[config.mk]
export PLATFORM = sky130hd
export DESIGN_NAME = ims_sequencer
export DESIGN_NICKNAME = d
export VERILOG_FILES = /design/src/core/ims_pkg.sv /design/src/core/ims_sequencer.sv
export VERILOG_INCLUDE_DIRS = /design/src /design/src/core
export SDC_FILE = /design/constraint.sdc
export NUM_CORES = 1
export LEC_CHECK = 0
export BUFFER_PORTS_ARGS = -buffer_cell sky130_fd_sc_hd__buf_2
export CORE_UTILIZATION = 45
export DETAILED_ROUTE_END_ITERATION = 12
export PLACE_DENSITY = 0.71
export SLEW_MARGIN = 20
export SYNTH_ARGS = -nofsm -noshare
export SYNTH_HDL_FRONTEND = slang
export SYNTH_SLANG_ARGS = --single-unit
[constraint.sdc]
create_clock -name sys_clk_in -period 5.6 [get_ports sys_clk_in]
set_input_delay 0.28 -clock sys_clk_in [delete_from_list [all_inputs] [get_ports sys_clk_in]]
set_output_delay 0.28 -clock sys_clk_in [all_outputs]
set_load 0.05 [all_outputs]
[src/core/ims_defines.svh]
// Constants for the inherent-mode bus cycle sequencer
// What this block does
// - Direct operand is low byte, high byte zero
// - Indexed offset unsigned 0..255, added to index
// - Branch offset signed, relative to following byte
// - Sixteen-bit operands take high then low byte
// - Mask ones select bits modified or tested
// - Test instruction counts address forever until reset
// - Wait instruction: 12 cycles, then n wait
// - Two vector fetch cycles, 14 plus n total
// - Register-only ops: opcode, then discard opcode+1
// - Three-cycle ops end at all-ones or SP
// - Paged Y ops: four cycles ending all-ones
// - Stack-to-Y: four cycles ending at SP
// - Accumulator push writes at SP, cycle three
// - Push X: low at SP, high SP-1
// - Push Y: five cycles, low SP, high SP-1
// - Pull accumulator reads operand from SP+1
// - Pull X: high SP+1, low SP+2
`ifndef IMS_DEFINES_SVH
`define IMS_DEFINES_SVH

`define IMS_ALL_ONES 16'hffff
`define IMS_OP_PAGE 8'h18
`define IMS_OP_TEST 8'h00
`define IMS_OP_WAIT 8'h3e
`define IMS_OP_PSH_A 8'h36
`define IMS_OP_PSH_B 8'h37
`define IMS_OP_PUL_A 8'h32
`define IMS_OP_PUL_B 8'h33
`define IMS_OP_PSH_X 8'h3c
`define IMS_OP_PUL_X 8'h38
`define IMS_OP_SP_TO_IX 8'h30
`define IMS_OP_SP_DEC 8'h34
`define IMS_OP_SP_INC 8'h31
`define IMS_OP_ADD_B_IX 8'h3a
`define IMS_OP_SHL_D 8'h05
`define IMS_OP_SHR_D 8'h04
`define IMS_OP_DEC_IX 8'h09
`define IMS_OP_INC_IX 8'h08
`define IMS_OP_IX_TO_SP 8'h35
`define IMS_OP_XCHG_D 8'h8f

`define IMS_LEN_REG 4'd2
`define IMS_LEN_THREE 4'd3
`define IMS_LEN_FOUR 4'd4
`define IMS_LEN_FIVE 4'd5
`define IMS_LEN_WAIT 4'd14
`define IMS_WAIT_STACK_END 4'd12
`define IMS_WAIT_VEC1 4'd13

`endif

[src/core/ims_pkg.sv]
// Types and operand arithmetic for the inherent-mode bus cycle sequencer
package ims_pkg;

  typedef enum logic [3:0] {
    CLS_REG2, CLS_DUMMY3, CLS_SP3, CLS_Y4, CLS_SP_Y4, CLS_PUSH_ACC, CLS_PUSH_X,
    CLS_PUSH_Y, CLS_PULL_ACC, CLS_PULL_X, CLS_WAIT, CLS_TEST
  } ims_cls_t;

  typedef enum logic [1:0] {
    OPND_DIRECT, OPND_INDEXED, OPND_RELATIVE, OPND_WIDE
  } ims_opnd_t;

  typedef enum logic [1:0] {
    ST_IDLE, ST_RUN, ST_WAIT, ST_TEST
  } ims_state_t;

  function automatic logic [15:0] ims_direct(input logic [7:0] b);
    return {8'h00, b};
  endfunction

  function automatic logic [15:0] ims_indexed(input logic [15:0] ix, input logic [7:0] off);
    return ix + {8'h00, off};
  endfunction

  function automatic logic [15:0] ims_relative(input logic [15:0] nxt, input logic [7:0] off);
    return nxt + {{8{off[7]}}, off};
  endfunction

  function automatic logic [15:0] ims_join16(input logic [7:0] hi, input logic [7:0] lo);
    return {hi, lo};
  endfunction

endpackage

[src/core/ims_sequencer.sv]
// Inherent-mode bus cycle sequencer with operand address forming
`timescale 1ns/100ps
`include "ims_defines.svh"

module ims_sequencer #(
  parameter int unsigned ADDR_W = 16
) (
  // Clock and reset
  input wire logic sys_clk_in,
  input wire logic rst_in,
  // Instruction start and core state
  input wire logic start_in,
  input wire logic [ADDR_W-1:0] pc_in,
  input wire logic [ADDR_W-1:0] sp_in,
  input wire logic [7:0] acc_a_in,
  input wire logic [7:0] acc_b_in,
  input wire logic [7:0] ccr_in,
  input wire logic [15:0] index_x_in,
  input wire logic [15:0] index_y_in,
  input wire logic test_mode_in,
  input wire logic irq_in,
  input wire logic [ADDR_W-1:0] vec_in,
  // Memory bus
  input wire logic [7:0] rdata_in,
  output logic bus_valid_out,
  output logic [ADDR_W-1:0] bus_addr_out,
  output logic bus_rw_out,
  output logic [7:0] bus_wdata_out,
  // Sequencer status
  output logic busy_out,
  output logic waiting_out,
  output logic done_out,
  output logic pull_valid_out,
  output logic [15:0] pull_data_out,
  // Operand forming
  input wire logic opnd_req_in,
  input wire ims_pkg::ims_opnd_t opnd_mode_in,
  input wire logic [7:0] opnd_b1_in,
  input wire logic [7:0] opnd_b2_in,
  input wire logic [15:0] opnd_base_in,
  output logic [15:0] opnd_addr_out,
  // Bit manipulation
  input wire logic [7:0] bit_target_in,
  input wire logic [7:0] bit_mask_in,
  input wire logic bit_set_in,
  output logic [7:0] bit_result_out,
  output logic bit_hit_out
);

  // Address arithmetic below is fixed at sixteen bits
  if (ADDR_W != 16) begin : g_addr_w_check
    $error("ims_sequencer serves a 16-bit address bus only");
  end

  ims_pkg::ims_state_t state_r, state_nxt;
  ims_pkg::ims_cls_t cls_r, cls_nxt;
  logic page_r, page_nxt;
  logic acc_b_r, acc_b_nxt;
  logic [3:0] step_r, step_nxt;
  logic [15:0] opa_r, opa_nxt;
  logic valid_r, valid_nxt;
  logic [15:0] addr_r, addr_nxt;
  logic rw_r, rw_nxt;
  logic [7:0] wdata_r, wdata_nxt;
  logic done_r, done_nxt;
  logic pvalid_r, pvalid_nxt;
  logic [15:0] pdata_r, pdata_nxt;
  logic [15:0] opnd_r, opnd_nxt;
  logic [7:0] bres_r, bres_nxt;
  logic bhit_r, bhit_nxt;

  function automatic ims_pkg::ims_cls_t decode(input logic [7:0] op, input logic pg, input logic tm);
    if (pg) begin
      unique case (op)
        `IMS_OP_SP_TO_IX: return ims_pkg::CLS_SP_Y4;
        `IMS_OP_PSH_X: return ims_pkg::CLS_PUSH_Y;
        default: return ims_pkg::CLS_Y4;
      endcase
    end
    unique case (op)
      // Outside test modes the test opcode behaves as a plain two-cycle op
      `IMS_OP_TEST: return tm ? ims_pkg::CLS_TEST : ims_pkg::CLS_REG2;
      `IMS_OP_WAIT: return ims_pkg::CLS_WAIT;
      `IMS_OP_PSH_A, `IMS_OP_PSH_B: return ims_pkg::CLS_PUSH_ACC;
      `IMS_OP_PUL_A, `IMS_OP_PUL_B: return ims_pkg::CLS_PULL_ACC;
      `IMS_OP_PSH_X: return ims_pkg::CLS_PUSH_X;
      `IMS_OP_PUL_X: return ims_pkg::CLS_PULL_X;
      `IMS_OP_SP_TO_IX, `IMS_OP_SP_DEC, `IMS_OP_SP_INC: return ims_pkg::CLS_SP3;
      `IMS_OP_ADD_B_IX, `IMS_OP_SHL_D, `IMS_OP_SHR_D, `IMS_OP_DEC_IX, `IMS_OP_INC_IX,
      `IMS_OP_IX_TO_SP, `IMS_OP_XCHG_D: return ims_pkg::CLS_DUMMY3;
      default: return ims_pkg::CLS_REG2;
    endcase
  endfunction

  function automatic logic [3:0] cls_len(input ims_pkg::ims_cls_t c);
    unique case (c)
      ims_pkg::CLS_REG2, ims_pkg::CLS_TEST: return `IMS_LEN_REG;
      ims_pkg::CLS_DUMMY3, ims_pkg::CLS_SP3, ims_pkg::CLS_PUSH_ACC: return `IMS_LEN_THREE;
      ims_pkg::CLS_Y4, ims_pkg::CLS_SP_Y4, ims_pkg::CLS_PUSH_X, ims_pkg::CLS_PULL_ACC: return `IMS_LEN_FOUR;
      ims_pkg::CLS_PUSH_Y, ims_pkg::CLS_PULL_X: return `IMS_LEN_FIVE;
      ims_pkg::CLS_WAIT: return `IMS_LEN_WAIT;
      // Codes past the last class cannot be decoded
      default: return `IMS_LEN_REG;
    endcase
  endfunction

  // Stacked byte for wait-instruction cycle k, pushed from SP downward
  function automatic logic [7:0] wait_byte(input logic [3:0] k, input logic [15:0] ret);
    unique case (k)
      4'd3: return ret[7:0];
      4'd4: return ret[15:8];
      4'd5: return index_y_in[7:0];
      4'd6: return index_y_in[15:8];
      4'd7: return index_x_in[7:0];
      4'd8: return index_x_in[15:8];
      4'd9: return acc_a_in;
      4'd10: return acc_b_in;
      default: return ccr_in;
    endcase
  endfunction

  logic [3:0] k;
  assign k = step_r + 4'd1;

  always_comb begin
    state_nxt = state_r;
    cls_nxt = cls_r;
    page_nxt = page_r;
    acc_b_nxt = acc_b_r;
    step_nxt = step_r;
    opa_nxt = opa_r;
    valid_nxt = 1'b0;
    addr_nxt = addr_r;
    rw_nxt = 1'b1;
    wdata_nxt = wdata_r;
    done_nxt = 1'b0;
    pvalid_nxt = 1'b0;
    pdata_nxt = pdata_r;
    unique case (state_r)
      ims_pkg::ST_IDLE: begin
        if (start_in) begin
          state_nxt = ims_pkg::ST_RUN;
          page_nxt = 1'b0;
          step_nxt = 4'd1;
          opa_nxt = pc_in;
          valid_nxt = 1'b1;
          addr_nxt = pc_in;
        end
      end
      ims_pkg::ST_RUN: begin
        valid_nxt = 1'b1;
        step_nxt = k;
        // Pulled bytes arrive high first, then low
        if (cls_r == ims_pkg::CLS_PULL_ACC && step_r == 4'd4) begin
          pdata_nxt = {8'h00, rdata_in};
        end
        if (cls_r == ims_pkg::CLS_PULL_X && step_r == 4'd4) begin
          pdata_nxt[15:8] = rdata_in;
        end
        if (cls_r == ims_pkg::CLS_PULL_X && step_r == 4'd5) begin
          pdata_nxt[7:0] = rdata_in;
        end
        if (step_r == 4'd1) begin
          page_nxt = (rdata_in == `IMS_OP_PAGE);
          cls_nxt = decode(rdata_in, 1'b0, test_mode_in);
          acc_b_nxt = rdata_in[0];
          addr_nxt = opa_r + 16'h0001;
          if (rdata_in != `IMS_OP_PAGE && decode(rdata_in, 1'b0, test_mode_in) == ims_pkg::CLS_TEST) begin
            state_nxt = ims_pkg::ST_TEST;
          end
        end else if (step_r == 4'd2 && page_r) begin
          cls_nxt = decode(rdata_in, 1'b1, 1'b0);
          addr_nxt = opa_r + 16'h0002;
        end else if (step_r == cls_len(cls_r)) begin
          state_nxt = ims_pkg::ST_IDLE;
          valid_nxt = 1'b0;
          done_nxt = 1'b1;
          pvalid_nxt = (cls_r == ims_pkg::CLS_PULL_ACC) || (cls_r == ims_pkg::CLS_PULL_X);
        end else if (cls_r == ims_pkg::CLS_WAIT && step_r == `IMS_WAIT_STACK_END) begin
          state_nxt = ims_pkg::ST_WAIT;
          addr_nxt = `IMS_ALL_ONES;
        end else begin
          unique case (cls_r)
            ims_pkg::CLS_DUMMY3, ims_pkg::CLS_Y4: addr_nxt = `IMS_ALL_ONES;
            ims_pkg::CLS_SP3, ims_pkg::CLS_SP_Y4: addr_nxt = sp_in;
            ims_pkg::CLS_PUSH_ACC: begin
              addr_nxt = sp_in;
              rw_nxt = 1'b0;
              wdata_nxt = acc_b_r ? acc_b_in : acc_a_in;
            end
            ims_pkg::CLS_PUSH_X, ims_pkg::CLS_PUSH_Y: begin
              // Low byte first at SP, then high byte below it
              rw_nxt = 1'b0;
              if (k == cls_len(cls_r)) begin
                addr_nxt = sp_in - 16'h0001;
                wdata_nxt = (cls_r == ims_pkg::CLS_PUSH_X) ? index_x_in[15:8] : index_y_in[15:8];
              end else begin
                addr_nxt = sp_in;
                wdata_nxt = (cls_r == ims_pkg::CLS_PUSH_X) ? index_x_in[7:0] : index_y_in[7:0];
              end
            end
            ims_pkg::CLS_PULL_ACC, ims_pkg::CLS_PULL_X: addr_nxt = sp_in + {12'h000, k - 4'd3};
            ims_pkg::CLS_WAIT: begin
              if (k == `IMS_LEN_WAIT) begin
                addr_nxt = addr_r + 16'h0001;
              end else if (k == `IMS_WAIT_STACK_END) begin
                addr_nxt = `IMS_ALL_ONES;
              end else begin
                addr_nxt = sp_in - {12'h000, k - 4'd3};
                rw_nxt = 1'b0;
                wdata_nxt = wait_byte(k, opa_r + 16'h0001);
              end
            end
            default: addr_nxt = `IMS_ALL_ONES;
          endcase
        end
      end
      ims_pkg::ST_WAIT: begin
        valid_nxt = 1'b1;
        addr_nxt = `IMS_ALL_ONES;
        if (irq_in) begin
          state_nxt = ims_pkg::ST_RUN;
          step_nxt = `IMS_WAIT_VEC1;
          addr_nxt = vec_in;
        end
      end
      ims_pkg::ST_TEST: begin
        // Only reset leaves this state
        valid_nxt = 1'b1;
        addr_nxt = addr_r + 16'h0001;
      end
    endcase
  end

  always_comb begin
    unique case (opnd_mode_in)
      ims_pkg::OPND_DIRECT: opnd_nxt = ims_pkg::ims_direct(opnd_b1_in);
      ims_pkg::OPND_INDEXED: opnd_nxt = ims_pkg::ims_indexed(opnd_base_in, opnd_b1_in);
      ims_pkg::OPND_RELATIVE: opnd_nxt = ims_pkg::ims_relative(opnd_base_in, opnd_b1_in);
      ims_pkg::OPND_WIDE: opnd_nxt = ims_pkg::ims_join16(opnd_b1_in, opnd_b2_in);
    endcase
    if (!opnd_req_in) begin
      opnd_nxt = opnd_r;
    end
    bres_nxt = bit_set_in ? (bit_target_in | bit_mask_in) : (bit_target_in & ~bit_mask_in);
    bhit_nxt = |(bit_target_in & bit_mask_in);
  end

  always_ff @(posedge sys_clk_in) begin
    if (rst_in) begin
      state_r <= ims_pkg::ST_IDLE;
      cls_r <= ims_pkg::CLS_REG2;
      page_r <= 1'b0;
      acc_b_r <= 1'b0;
      step_r <= 4'd0;
      opa_r <= 16'h0000;
      valid_r <= 1'b0;
      addr_r <= 16'h0000;
      rw_r <= 1'b1;
      wdata_r <= 8'h00;
      done_r <= 1'b0;
      pvalid_r <= 1'b0;
      pdata_r <= 16'h0000;
      opnd_r <= 16'h0000;
      bres_r <= 8'h00;
      bhit_r <= 1'b0;
    end else begin
      state_r <= state_nxt;
      cls_r <= cls_nxt;
      page_r <= page_nxt;
      acc_b_r <= acc_b_nxt;
      step_r <= step_nxt;
      opa_r <= opa_nxt;
      valid_r <= valid_nxt;
      addr_r <= addr_nxt;
      rw_r <= rw_nxt;
      wdata_r <= wdata_nxt;
      done_r <= done_nxt;
      pvalid_r <= pvalid_nxt;
      pdata_r <= pdata_nxt;
      opnd_r <= opnd_nxt;
      bres_r <= bres_nxt;
      bhit_r <= bhit_nxt;
    end
  end

  assign bus_valid_out = valid_r;
  assign bus_addr_out = addr_r;
  assign bus_rw_out = rw_r;
  assign bus_wdata_out = wdata_r;
  assign busy_out = (state_r != ims_pkg::ST_IDLE);
  assign waiting_out = (state_r == ims_pkg::ST_WAIT);
  assign done_out = done_r;
  assign pull_valid_out = pvalid_r;
  assign pull_data_out = pdata_r;
  assign opnd_addr_out = opnd_r;
  assign bit_result_out = bres_r;
  assign bit_hit_out = bhit_r;
endmodule

; ---- Word level (Yosys, flattened, before mapping)
; Memories as Yosys holds them, arrays and structs flattened. A register that Yosys moved wholly into a read port is not among the register bits.
; Cells that the tools add are included.
[classes]
n_addsub = 10
eq_ne = 60
muxes = 72
bitwise = 9
reduce_logical = 40
[ops]
columns = cell, n
row1 = case mux 16 bit (4 select lines), 3
row2 = 2-to-1 mux 16 bit, 10
row3 = == test 8 x 6 -> 1 bit (second input constant), 12
row4 = 2-to-1 mux 4 bit, 21
row5 = 2-to-1 mux 8 bit, 9
row6 = case mux 8 bit (8 select lines), 1
row7 = == test 4 x 3 -> 1 bit (second input constant), 10
row8 = == test 4 bit (second input constant), 10
row9 = adder 16 x 1 -> 16 bit (second input constant), 2
row10 = case mux 4 bit (8 select lines), 1
row11 = case mux 4 bit (7 select lines), 1
row12 = case mux 8 bit (3 select lines), 1
row13 = adder 16 bit, 1
row14 = adder 16 x 2 -> 16 bit (second input constant), 1
row15 = adder 16 x 4 -> 16 bit, 1
row16 = adder 16 x 8 -> 16 bit, 1
row17 = bitwise AND 8 bit, 2
row18 = == test 8 x 3 -> 1 bit (second input constant), 2
row19 = == test 8 x 4 -> 1 bit (second input constant), 2
row20 = subtractor 16 x 1 -> 16 bit (second input constant), 1
row21 = subtractor 16 x 4 -> 16 bit, 1
row22 = 2-to-1 mux 2 bit, 7
row23 = == test 4 x 2 -> 1 bit (second input constant), 3
row24 = 2-to-1 mux 1 bit, 12
row25 = other kinds (37), 76
[word_totals]
register_bits = 97
mem_bits_ro = 128
input_bits = 169
out_inout_bits = 71
word_cells = 210
memories = 2
[memory_table]
columns = memory, words, word_bits, rd, rd_clocked_by_memory_dff, wr, line_no
row1 = (no name shown), 16, 4, 1, 1, 0, ims_sequencer.sv:96  ; unique case (c)
row2 = (no name shown), 16, 4, 1, 1, 0, ims_sequencer.sv:96

; ---- Logic depth before layout (Yosys ltp)
; Gate-level depths: netlist of the first run.
[depth]
word_depth = 18
ltp_mapped = 17
ltp_nobuf = 14

; ---- Worst setup path after synthesis of the first run
; Ideal clock, no wire load.
[synth_path]
path_kind = flip-flop to flip-flop
start = reg step_r[0]
end = reg addr_r[7], in the netlist bus_addr_out[7]
setup_time_ns = 0.070
t_arrival_ns = 3.444
t_required_ns = 5.530
slack_ns = 2.086
stages_incl_launch_ff = 17
path_buffers = 3
period_less_slack_ns = 3.514
cell_sequence = dfxtp_1 -> buf_4 -> inv_1 -> ha_1 -> o21ai_0 -> o211ai_1 -> xnor2_1 -> ha_1 -> clkbuf_1 -> nand4_1 -> o211ai_1 -> clkbuf_1 -> nand3_1 -> o211ai_1 -> a211oi_1 -> or4_1 -> a21oi_1
[synth_via]
elab_chain_len = 11
word_cells_on_any_way = 24
classes_between = add/sub: 4 / eq/ne: 8 / mux: 9 / reduce/logical: 3
[synth_rtl]
columns = element, line_no
row1 = "start, declared", ims_sequencer.sv:59  ; logic [3:0] step_r, step_nxt;
row2 = "start signal, assigned", ims_sequencer.sv:272  ; step_r <= step_nxt;
row3 = adder 4 x 1 -> 4 bit, ims_sequencer.sv:123  ; assign k = step_r + 4'd1;
row4 = subtractor 4 x 2 -> 4 bit, "ims_sequencer.sv:202, ims_sequencer.sv:209"
row5 = subtractor 16 x 4 -> 16 bit, ims_sequencer.sv:209  ; addr_nxt = sp_in - {12'h000, k - 4'd3};
row6 = 2-to-1 mux 16 bit, ims_sequencer.sv:206  ; end else if (k == `IMS_WAIT_STACK_END) begin
row7 = 2-to-1 mux 16 bit, ims_sequencer.sv:204  ; if (k == `IMS_LEN_WAIT) begin
row8 = case mux 16 bit (4 select lines), ims_sequencer.sv:183  ; unique case (cls_r)
row9 = 2-to-1 mux 16 bit, ims_sequencer.sv:179  ; end else if (cls_r == ims_pkg::CLS_WAIT && step_r == `IMS_WAIT_STACK_END) begin
row10 = 2-to-1 mux 16 bit, ims_sequencer.sv:174  ; end else if (step_r == cls_len(cls_r)) begin
row11 = 2-to-1 mux 16 bit, ims_sequencer.sv:171  ; end else if (step_r == 4'd2 && page_r) begin
row12 = 2-to-1 mux 16 bit, ims_sequencer.sv:163  ; if (step_r == 4'd1) begin
row13 = case mux 16 bit (4 select lines), ims_sequencer.sv:139  ; unique case (state_r)
row14 = "end signal, assigned", ims_sequencer.sv:275  ; addr_r <= addr_nxt;
row15 = "end, declared", ims_sequencer.sv:62  ; logic [15:0] addr_r, addr_nxt;
; Several ways; a longest one is shown, not always the timed one. The select of a mux whose other input is x is not followed.
; A chain may end at the register's enable or synchronous reset.

; ---- Worst setup path in the final report of the first run
[layout_path]
start = reg step_r[1]
end = reg addr_r[9], in the netlist bus_addr_out[9]
; The elaborated chain is that of the path after synthesis.

==> impl_metrics.yaml, run 1 <==
logic_synthesis:
  async_reset_ff_share_pct: 0
  yosys.area.top_type: "dfxtp_1"
  synth.top_cell.area_share_pct: 21.4
  ys.flop_type: "dfxtp_1"
  syn_area_mm2: 0.00945
  synthCells: 1285
  synthTopCellsByArea: "dfxtp_1 (21%), nand2_1 (6.2%), ha_1 (5.8%)"
  synthMostInstantiatedCell: "nand2_1"
  synth_area_per_cell_um2: 7.35
  yosysSeqAreaShare_pct: 21.4
  synth_nets: 1501
  ys_warn_count: 0
  synthTopCellsByCount: "nand2_1 (156), nor2_1 (111), dfxtp_1 (101)"
  ys_types: 93
  synth_edf_count: 0
  ys_ff_latch: 101
power_and_ir_drop:
  p_leak_nw: 4.39
  ir_drop_uv: 161
  p_int_mw: 1.75
  combPwrFrac_pct: 52.4
  power_switching_share_pct: 50.0
  pwr-share-seq_pct: 28.9
  p_sw_mw: 1.75
  total_power_mw: 3.50
  power-per-cell-area_mw_per_mm2: 320
  clkPwrFrac_pct: 18.8
clock_network:
  clk_pin_slew_ps: 90
  root_buffer: "clkbuf_16"
  insertion_delay_ps: 370
  cts-htree-levels: 3
  clock_path_buffers: 2
  cts_tree: "built"
  cts_hold_buf: 0
  cts_resized: 0
  cts_setup_buffers: 0
  cts_buffers: 9
  cts_sinks: 101
placed_design:
  place_inst: 1705
  gp_congestion: 0.985
  portBuffers: 239
  postPlaceCellArea_mm2: 0.0106
  post-place-ws_ps: 1300
  place_hpwl_mm: 26.6
global_route:
  grt_pass1_wl_mm: 53.8
  antenna_found_initial: 2
  grt_pass1_vias: 9828
  gr-total-overflow: 0
  grt_max_degree: 67
  grt_usage_pct: 31.5
timing:
  drv_slew: 0
  timing.final.crit_share_pct: 81.0
  whs_ps: 159
  fin_skew_ps: 12.5
  hold_viol_final: 0
  setup_viol: 0
  tns_ps: 0
  clock.fmax_ghz: 0.220
  rsz0062_at_grt: "no"
  period_needed_ps: 4540
  max_slew_margin_pct: 37.3
  setup_slack_ps: 1060
  worstMarginPinSlew_ps: 939
floorplan:
  core_mm2: 0.0204
  initial_utilization_pct: 46.2
  fp.dieH_um: 147
  die-area_mm2: 0.0216
  fp.dieW_um: 147
  num_rows: 52
  io_pins: 240
finish:
  areaGrowthSynthToFinish_pct: 15.7
  final_cell_count_no_fill: 1724
  fin_area_mm2: 0.0109
  fill_cells: 2064
  layout.nets: 1662
  fin_util_pct: 53.5
  final_layout_size_suffix_gt1_share_pct: 21.0
worst_setup_path:
  rrSetupSlack_ps: 1060
  crit_required_ps: 5870
  cp-start-kind: "flip-flop"
  critPathKind: "reg -> reg"
  slowest_stage: "o211ai_1"
  cp.arrival_ps: 4800
  end_kind: "flip-flop"
  worstPathMaxFanout: 18
  timing.critical_path.cells: "ha_1 -> nor2b_1 -> o21ai_0 -> o211ai_1 -> xnor2_1 -> ha_1 -> nand4_1 -> o211ai_1 -> a31oi_1 -> o21ai_0 -> a31o_1 -> a21oi_1 -> o41ai_1"
  max_stage_delay_ps: 730
routing:
  via_per_inst: 6.16
  ant_nets: 0
  wl_per_cell_um: 19.8
  dr_total_vias: 10612
  drtIter0Drc: 846
  firstDrtPassIters: 6
  drc_errors: 0
  wirelength_mm: 34.2
outcome:
  status: "finished clean"
worst_hold_path:
  hold_path_class: "in -> reg"
job:
  drv_cap: 0
==> final timing paths <==
check | start | depth (start not counted) | endpoint
worst min-delay path | bit_target_in[1] | 3 | bit_result_out[1]
worst max register to register | step_r[1] | 13 | bus_addr_out[9]
worst min register to register | pull_data_out[12] | 2 | pull_data_out[12]
worst max-delay path | step_r[1] | 13 | bus_addr_out[9]
==> state kept, by name, indices dropped and copies added (netlist names), named ones only <==
| register | flops |
|---|---|
| acc_b_r | 1 |
| bit_hit_out | 1 |
| bit_result_out | 8 |
| bus_addr_out | 16 |
| bus_rw_out | 1 |
| bus_valid_out | 1 |
| bus_wdata_out | 8 |
| cls_r | 4 |
| done_out | 1 |
| opa_r | 16 |
| opnd_addr_out | 16 |
| page_r | 1 |
| pull_data_out | 16 |
| pull_valid_out | 1 |
| state_r | 2 |
| step_r | 4 |
==> routing by layer <==
layer,up-vias,wire length (um),global-route usage (%)
met2,619,14700,48.3
met5,-,0,0
met1,4860,14600,43.2
li1,5063,-,-
met4,0,1290,13.7
met3,70,3590,5.59
==> cell usage in the layout (no fill, tap or decap), types with 5 or more instances in the layout <==
| cell | synthesis | layout |
|---|---|---|
| nor2b_1 | 15 | 15 |
| xor2_1 | 32 | 32 |
| a22o_1 | 11 | 11 |
| clkbuf_16 | 0 | 9 |
| a21oi_1 | 90 | 90 |
| or2_2 | 5 | 5 |
| o221ai_1 | 5 | 5 |
| nand3_1 | 49 | 49 |
| o2111ai_1 | 10 | 10 |
| nand4_1 | 12 | 12 |
| a2111oi_0 | 8 | 8 |
| mux2i_1 | 25 | 25 |
| buf_2 | 8 | 238 |
| and2_1 | 19 | 19 |
| nand3b_1 | 5 | 5 |
| o22ai_1 | 14 | 14 |
| o211ai_1 | 14 | 14 |
| nand2b_1 | 13 | 13 |
| xnor2_1 | 59 | 59 |
| nor3b_1 | 5 | 5 |
| a211oi_1 | 19 | 19 |
| nand2_1 | 156 | 156 |
| o21a_1 | 11 | 11 |
| dfxtp_1 | 101 | 101 |
| a221oi_1 | 25 | 25 |
| inv_1 | 31 | 31 |
| mux2_2 | 12 | 12 |
| and3_1 | 9 | 9 |
| nor3_1 | 46 | 46 |
| nor2_1 | 111 | 111 |
| o21ai_0 | 68 | 68 |
| a21o_1 | 11 | 11 |
| ha_1 | 44 | 44 |
| buf_4 | 2 | 7 |
| a31oi_1 | 29 | 29 |
| a22oi_1 | 17 | 17 |
| nor4_1 | 6 | 6 |
==> cells by family (layout without fill, tap and decap cells) <==
logic type	Yosys count	in the layout	share of synthesized area, %
AOI/OAI and AO/OA	397	397	28.7
muxes	40	40	4.44
adders and majority gates	47	47	6.46
buffers and inverters	128	294	5.59
other	0	3	0
xor gates and xnor gates	92	92	8.73
and+or+nand+nor	480	480	24.7
DFF	101	101	21.4
==> power groups by stage <==
stage	registers, mW	clock network [mW]	logic [mW]
floorplan	1.16	0	1.15
global placement	1.02	0	1.78
detailed placement	1.02	0	1.78
CTS	1.00	0.671	1.80
global route	1.02	0.700	1.97
finish	1.01	0.657	1.83
==> layout make-up <==
type / count / area [um^2] / area share [%]
diodes: 3 / 7.51 / 0.0687
clock buffers: 9 / 225 / 2.06
clock inverters: 7 / 77.6 / 0.709
inverters: 33 / 124 / 1.13
multi-input cells: 1056 / 6900 / 63.1
flip-flops and latches: 101 / 2020 / 18.5
well taps: 270 / 338 / 3.09
repair buffers: 245 / 1240 / 11.4
==> critical path, delay by kind of cell, from the launching register on <==
| kind | cells | cell delay, ps |
|---|---|---|
| fa+ha+maj | 2 | 1180 |
| xor+xnor | 1 | 230 |
| simple gates | 2 | 260 |
| compound gates | 8 | 2140 |
| flops | 1 | 620 |
(Power assumes the default switching activity.)
==> run 2, diff against run 1 <==
--- a/config.mk
+++ b/config.mk
@@ -6,10 +6,11 @@
 export SDC_FILE = /design/constraint.sdc
 export NUM_CORES = 1
 export LEC_CHECK = 0
+export ABC_AREA = 1
 export BUFFER_PORTS_ARGS = -buffer_cell sky130_fd_sc_hd__buf_2
 export CORE_UTILIZATION = 45
 export DETAILED_ROUTE_END_ITERATION = 12
-export PLACE_DENSITY = 0.71
+export PLACE_DENSITY = 0.74
 export SLEW_MARGIN = 20
 export SYNTH_ARGS = -nofsm -noshare
 export SYNTH_HDL_FRONTEND = slang
==> constraint.sdc (replaced) <==
create_clock -name sys_clk_in -period 3.9 [get_ports sys_clk_in]
set_input_delay 0.195 -clock sys_clk_in [delete_from_list [all_inputs] [get_ports sys_clk_in]]
set_output_delay 0.195 -clock sys_clk_in [all_outputs]
set_load 0.05 [all_outputs]
==> impl_metrics.yaml, run 2 <==
logic_synthesis:
  syn_area_mm2: 0.0100
  yosysSeqAreaShare_pct: 20.2
  synth_edf_count: 0
  async_reset_ff_share_pct: 0
  synth.top_cell.area_share_pct: 20.7
  ys_warn_count: 0
  yosys.area.top_type: "nand2_1"
  synthCells: 1760
  synthTopCellsByArea: "nand2_1 (21%), dfxtp_1 (20%), a21oi_1 (8.3%)"
  synth_area_per_cell_um2: 5.70
  ys_ff_latch: 101
  ys.flop_type: "dfxtp_1"
  synth_nets: 1976
  ys_types: 53
  synthTopCellsByCount: "nand2_1 (553), nor2_1 (204), a21oi_1 (167)"
  synthMostInstantiatedCell: "nand2_1"
routing:
  drc_errors: 0
  drtIter0Drc: 1104
  wirelength_mm: 40.4
  wl_per_cell_um: 18.1
  ant_nets: 0
  via_per_inst: 5.66
  dr_total_vias: 12670
  firstDrtPassIters: 6
floorplan:
  num_rows: 54
  die-area_mm2: 0.0229
  core_mm2: 0.0218
  fp.dieW_um: 151
  io_pins: 240
  initial_utilization_pct: 46.0
  fp.dieH_um: 151
timing:
  clock.fmax_ghz: 0.296
  max_slew_margin_pct: 43.6
  hold_viol_final: 0
  rsz0062_at_grt: "no"
  timing.final.crit_share_pct: 86.8
  tns_ps: 0
  worstMarginPinSlew_ps: 845
  period_needed_ps: 3380
  fin_skew_ps: 16.7
  setup_viol: 0
  whs_ps: 11.3
  drv_slew: 0
worst_setup_path:
  cp.arrival_ps: 3620
  worstPathMaxFanout: 9
  crit_required_ps: 4130
  rrSetupSlack_ps: 520
  end_kind: "flip-flop"
  cp-startpoint: "step_r[1]"
  critPathKind: "reg -> reg"
  endpoint: "bus_addr_out[5]"
  reg2reg_depth: 22
  cp-start-kind: "flip-flop"
  r2r_end: "bus_addr_out[5]"
  r2r_start: "step_r[1]"
global_route:
  grt_usage_pct: 34.3
  grt_max_degree: 48
  gr-total-overflow: 0
  grt_pass1_vias: 11513
  antenna_found_initial: 0
  grt_pass1_wl_mm: 60.0
finish:
  insertedDiodeCount: 0
  fin_area_mm2: 0.0117
  final_layout_size_suffix_gt1_share_pct: 16.3
  final_cell_mix: "nand2_1 (553), buf_2 (239), nor2_1 (203)"
  layout.nets: 2171
  areaGrowthSynthToFinish_pct: 16.3
  fill_cells: 2334
  mostFrequentLayoutCell: "nand2_1"
power_and_ir_drop:
  power-per-cell-area_mw_per_mm2: 474
  p_leak_nw: 5.61
  ir_drop_uv: 290
  total_power_mw: 5.53
placed_design:
  gp_congestion: 1.01
  place_hpwl_mm: 32.1
  portBuffers: 239
  postPlaceCellArea_mm2: 0.0114
clock_network:
  insertion_delay_ps: 380
  cts_resized: 0
  cts_hold_buf: 0
  clock_path_buffers: 2
  root_buffer: "clkbuf_16"
  cts_buffers: 9
  cts-htree-levels: 3
  cts_tree: "built"
  cts_setup_buffers: 0
  cts_sinks: 101
  clk_pin_slew_ps: 80
worst_hold_path:
  hold_path_class: "in -> reg"
outcome:
  status: "finished clean"
job:
  drv_cap: 0
==> run 2: changes by cell type after synthesis, sizes merged, moves of 16 or more <==
cell / previous run / this run
nand2: 157 / 564
clkbuf: 71 / 33
nor2: 112 / 214
o21ai: 70 / 116
a21oi: 90 / 171
and2: 20 / 1
a22oi: 17 / 0
inv: 31 / 172
a221oi: 26 / 4
mux2i: 25 / 0
a211oi: 19 / 3
xnor2: 59 / 9
a31oi: 29 / 13
nand3: 49 / 124
==> run 2: layout make-up <==
cell class / instances / area (um^2) / share of cell area [%]
multi-input cells: 1421 / 7070 / 60.6
inverters: 175 / 657 / 5.63
clock buffers: 9 / 225 / 1.93
flip-flops and latches: 101 / 2020 / 17.3
well taps: 280 / 350 / 3.00
repair buffers: 247 / 1260 / 10.8
clock inverters: 7 / 85.1 / 0.729
==> run 2: how the worst min path moves through the flow <==
stage / start / to / cells past startpoint
after global routing: bit_mask_in[2] / bit_result_out[2] / 2
after CTS: bit_mask_in[0] / bit_result_out[0] / 2
final: bit_mask_in[0] / bit_result_out[0] / 2
after detailed placement: bit_mask_in[0] / bit_result_out[0] / 2
after floorplan: bit_mask_in[0] / bit_result_out[0] / 1
after global placement: bit_mask_in[4] / bit_result_out[4] / 2
==> run 2: critical path: stages (launching register included) <==
cell and delay [ps]:
dfxtp_1 510, ha_1 270, inv_1 70, nand2_1 90, nand2_2 120, nor2_1 230, inv_1 60, nand2_1 90
inv_1 50, ha_1 400, inv_1 120, a21oi_1 180, nand2_1 130, a21oi_1 290, inv_1 70, nand2_1 70
nand3_1 70, nand2_1 80, nand3_1 110, nand2_1 80, nand2_1 40, nand2_1 50, a21oi_1 60
==> run 2: metrics by stage <==
step,utilization [%],instances,setup WS (ps)
floorplan,-,1760,1010
global placement,52.1,2224,660
detailed placement,52.1,2224,572
CTS,53.5,2240,547
global route,53.5,2240,104
finish,53.5,2240,516
==> run 2: cells by family (layout without fill, tap and decap cells) <==
group	count (synthesis)	count (layout)	share of synthesized area, %
and+or+nand+nor	979	979	41.1
AOI/OAI and AO/OA	358	358	20.1
buffers and inverters	238	438	9.35
DFF	101	101	20.2
adders and majority gates	47	47	6.09
xor gates and xnor gates	37	37	3.23
==> run 2: power by group <==
part           total (mW)  leakage (nW)  switching [mW]  internal [mW]
Clock               0.943         0.147           0.482          0.461
Combinational        3.08          4.63            2.19          0.897
Sequential           1.51         0.828           0.301           1.21
==> run 2: per-layer routing <==
layer	part of all wire [%]	vias up	track usage [%]
met5	0	-	0
met4	5.5	0	21.3
met3	8.1	126	5.42
met2	47	624	57.6
met1	40	5751	40.9
li1	-	6169	-
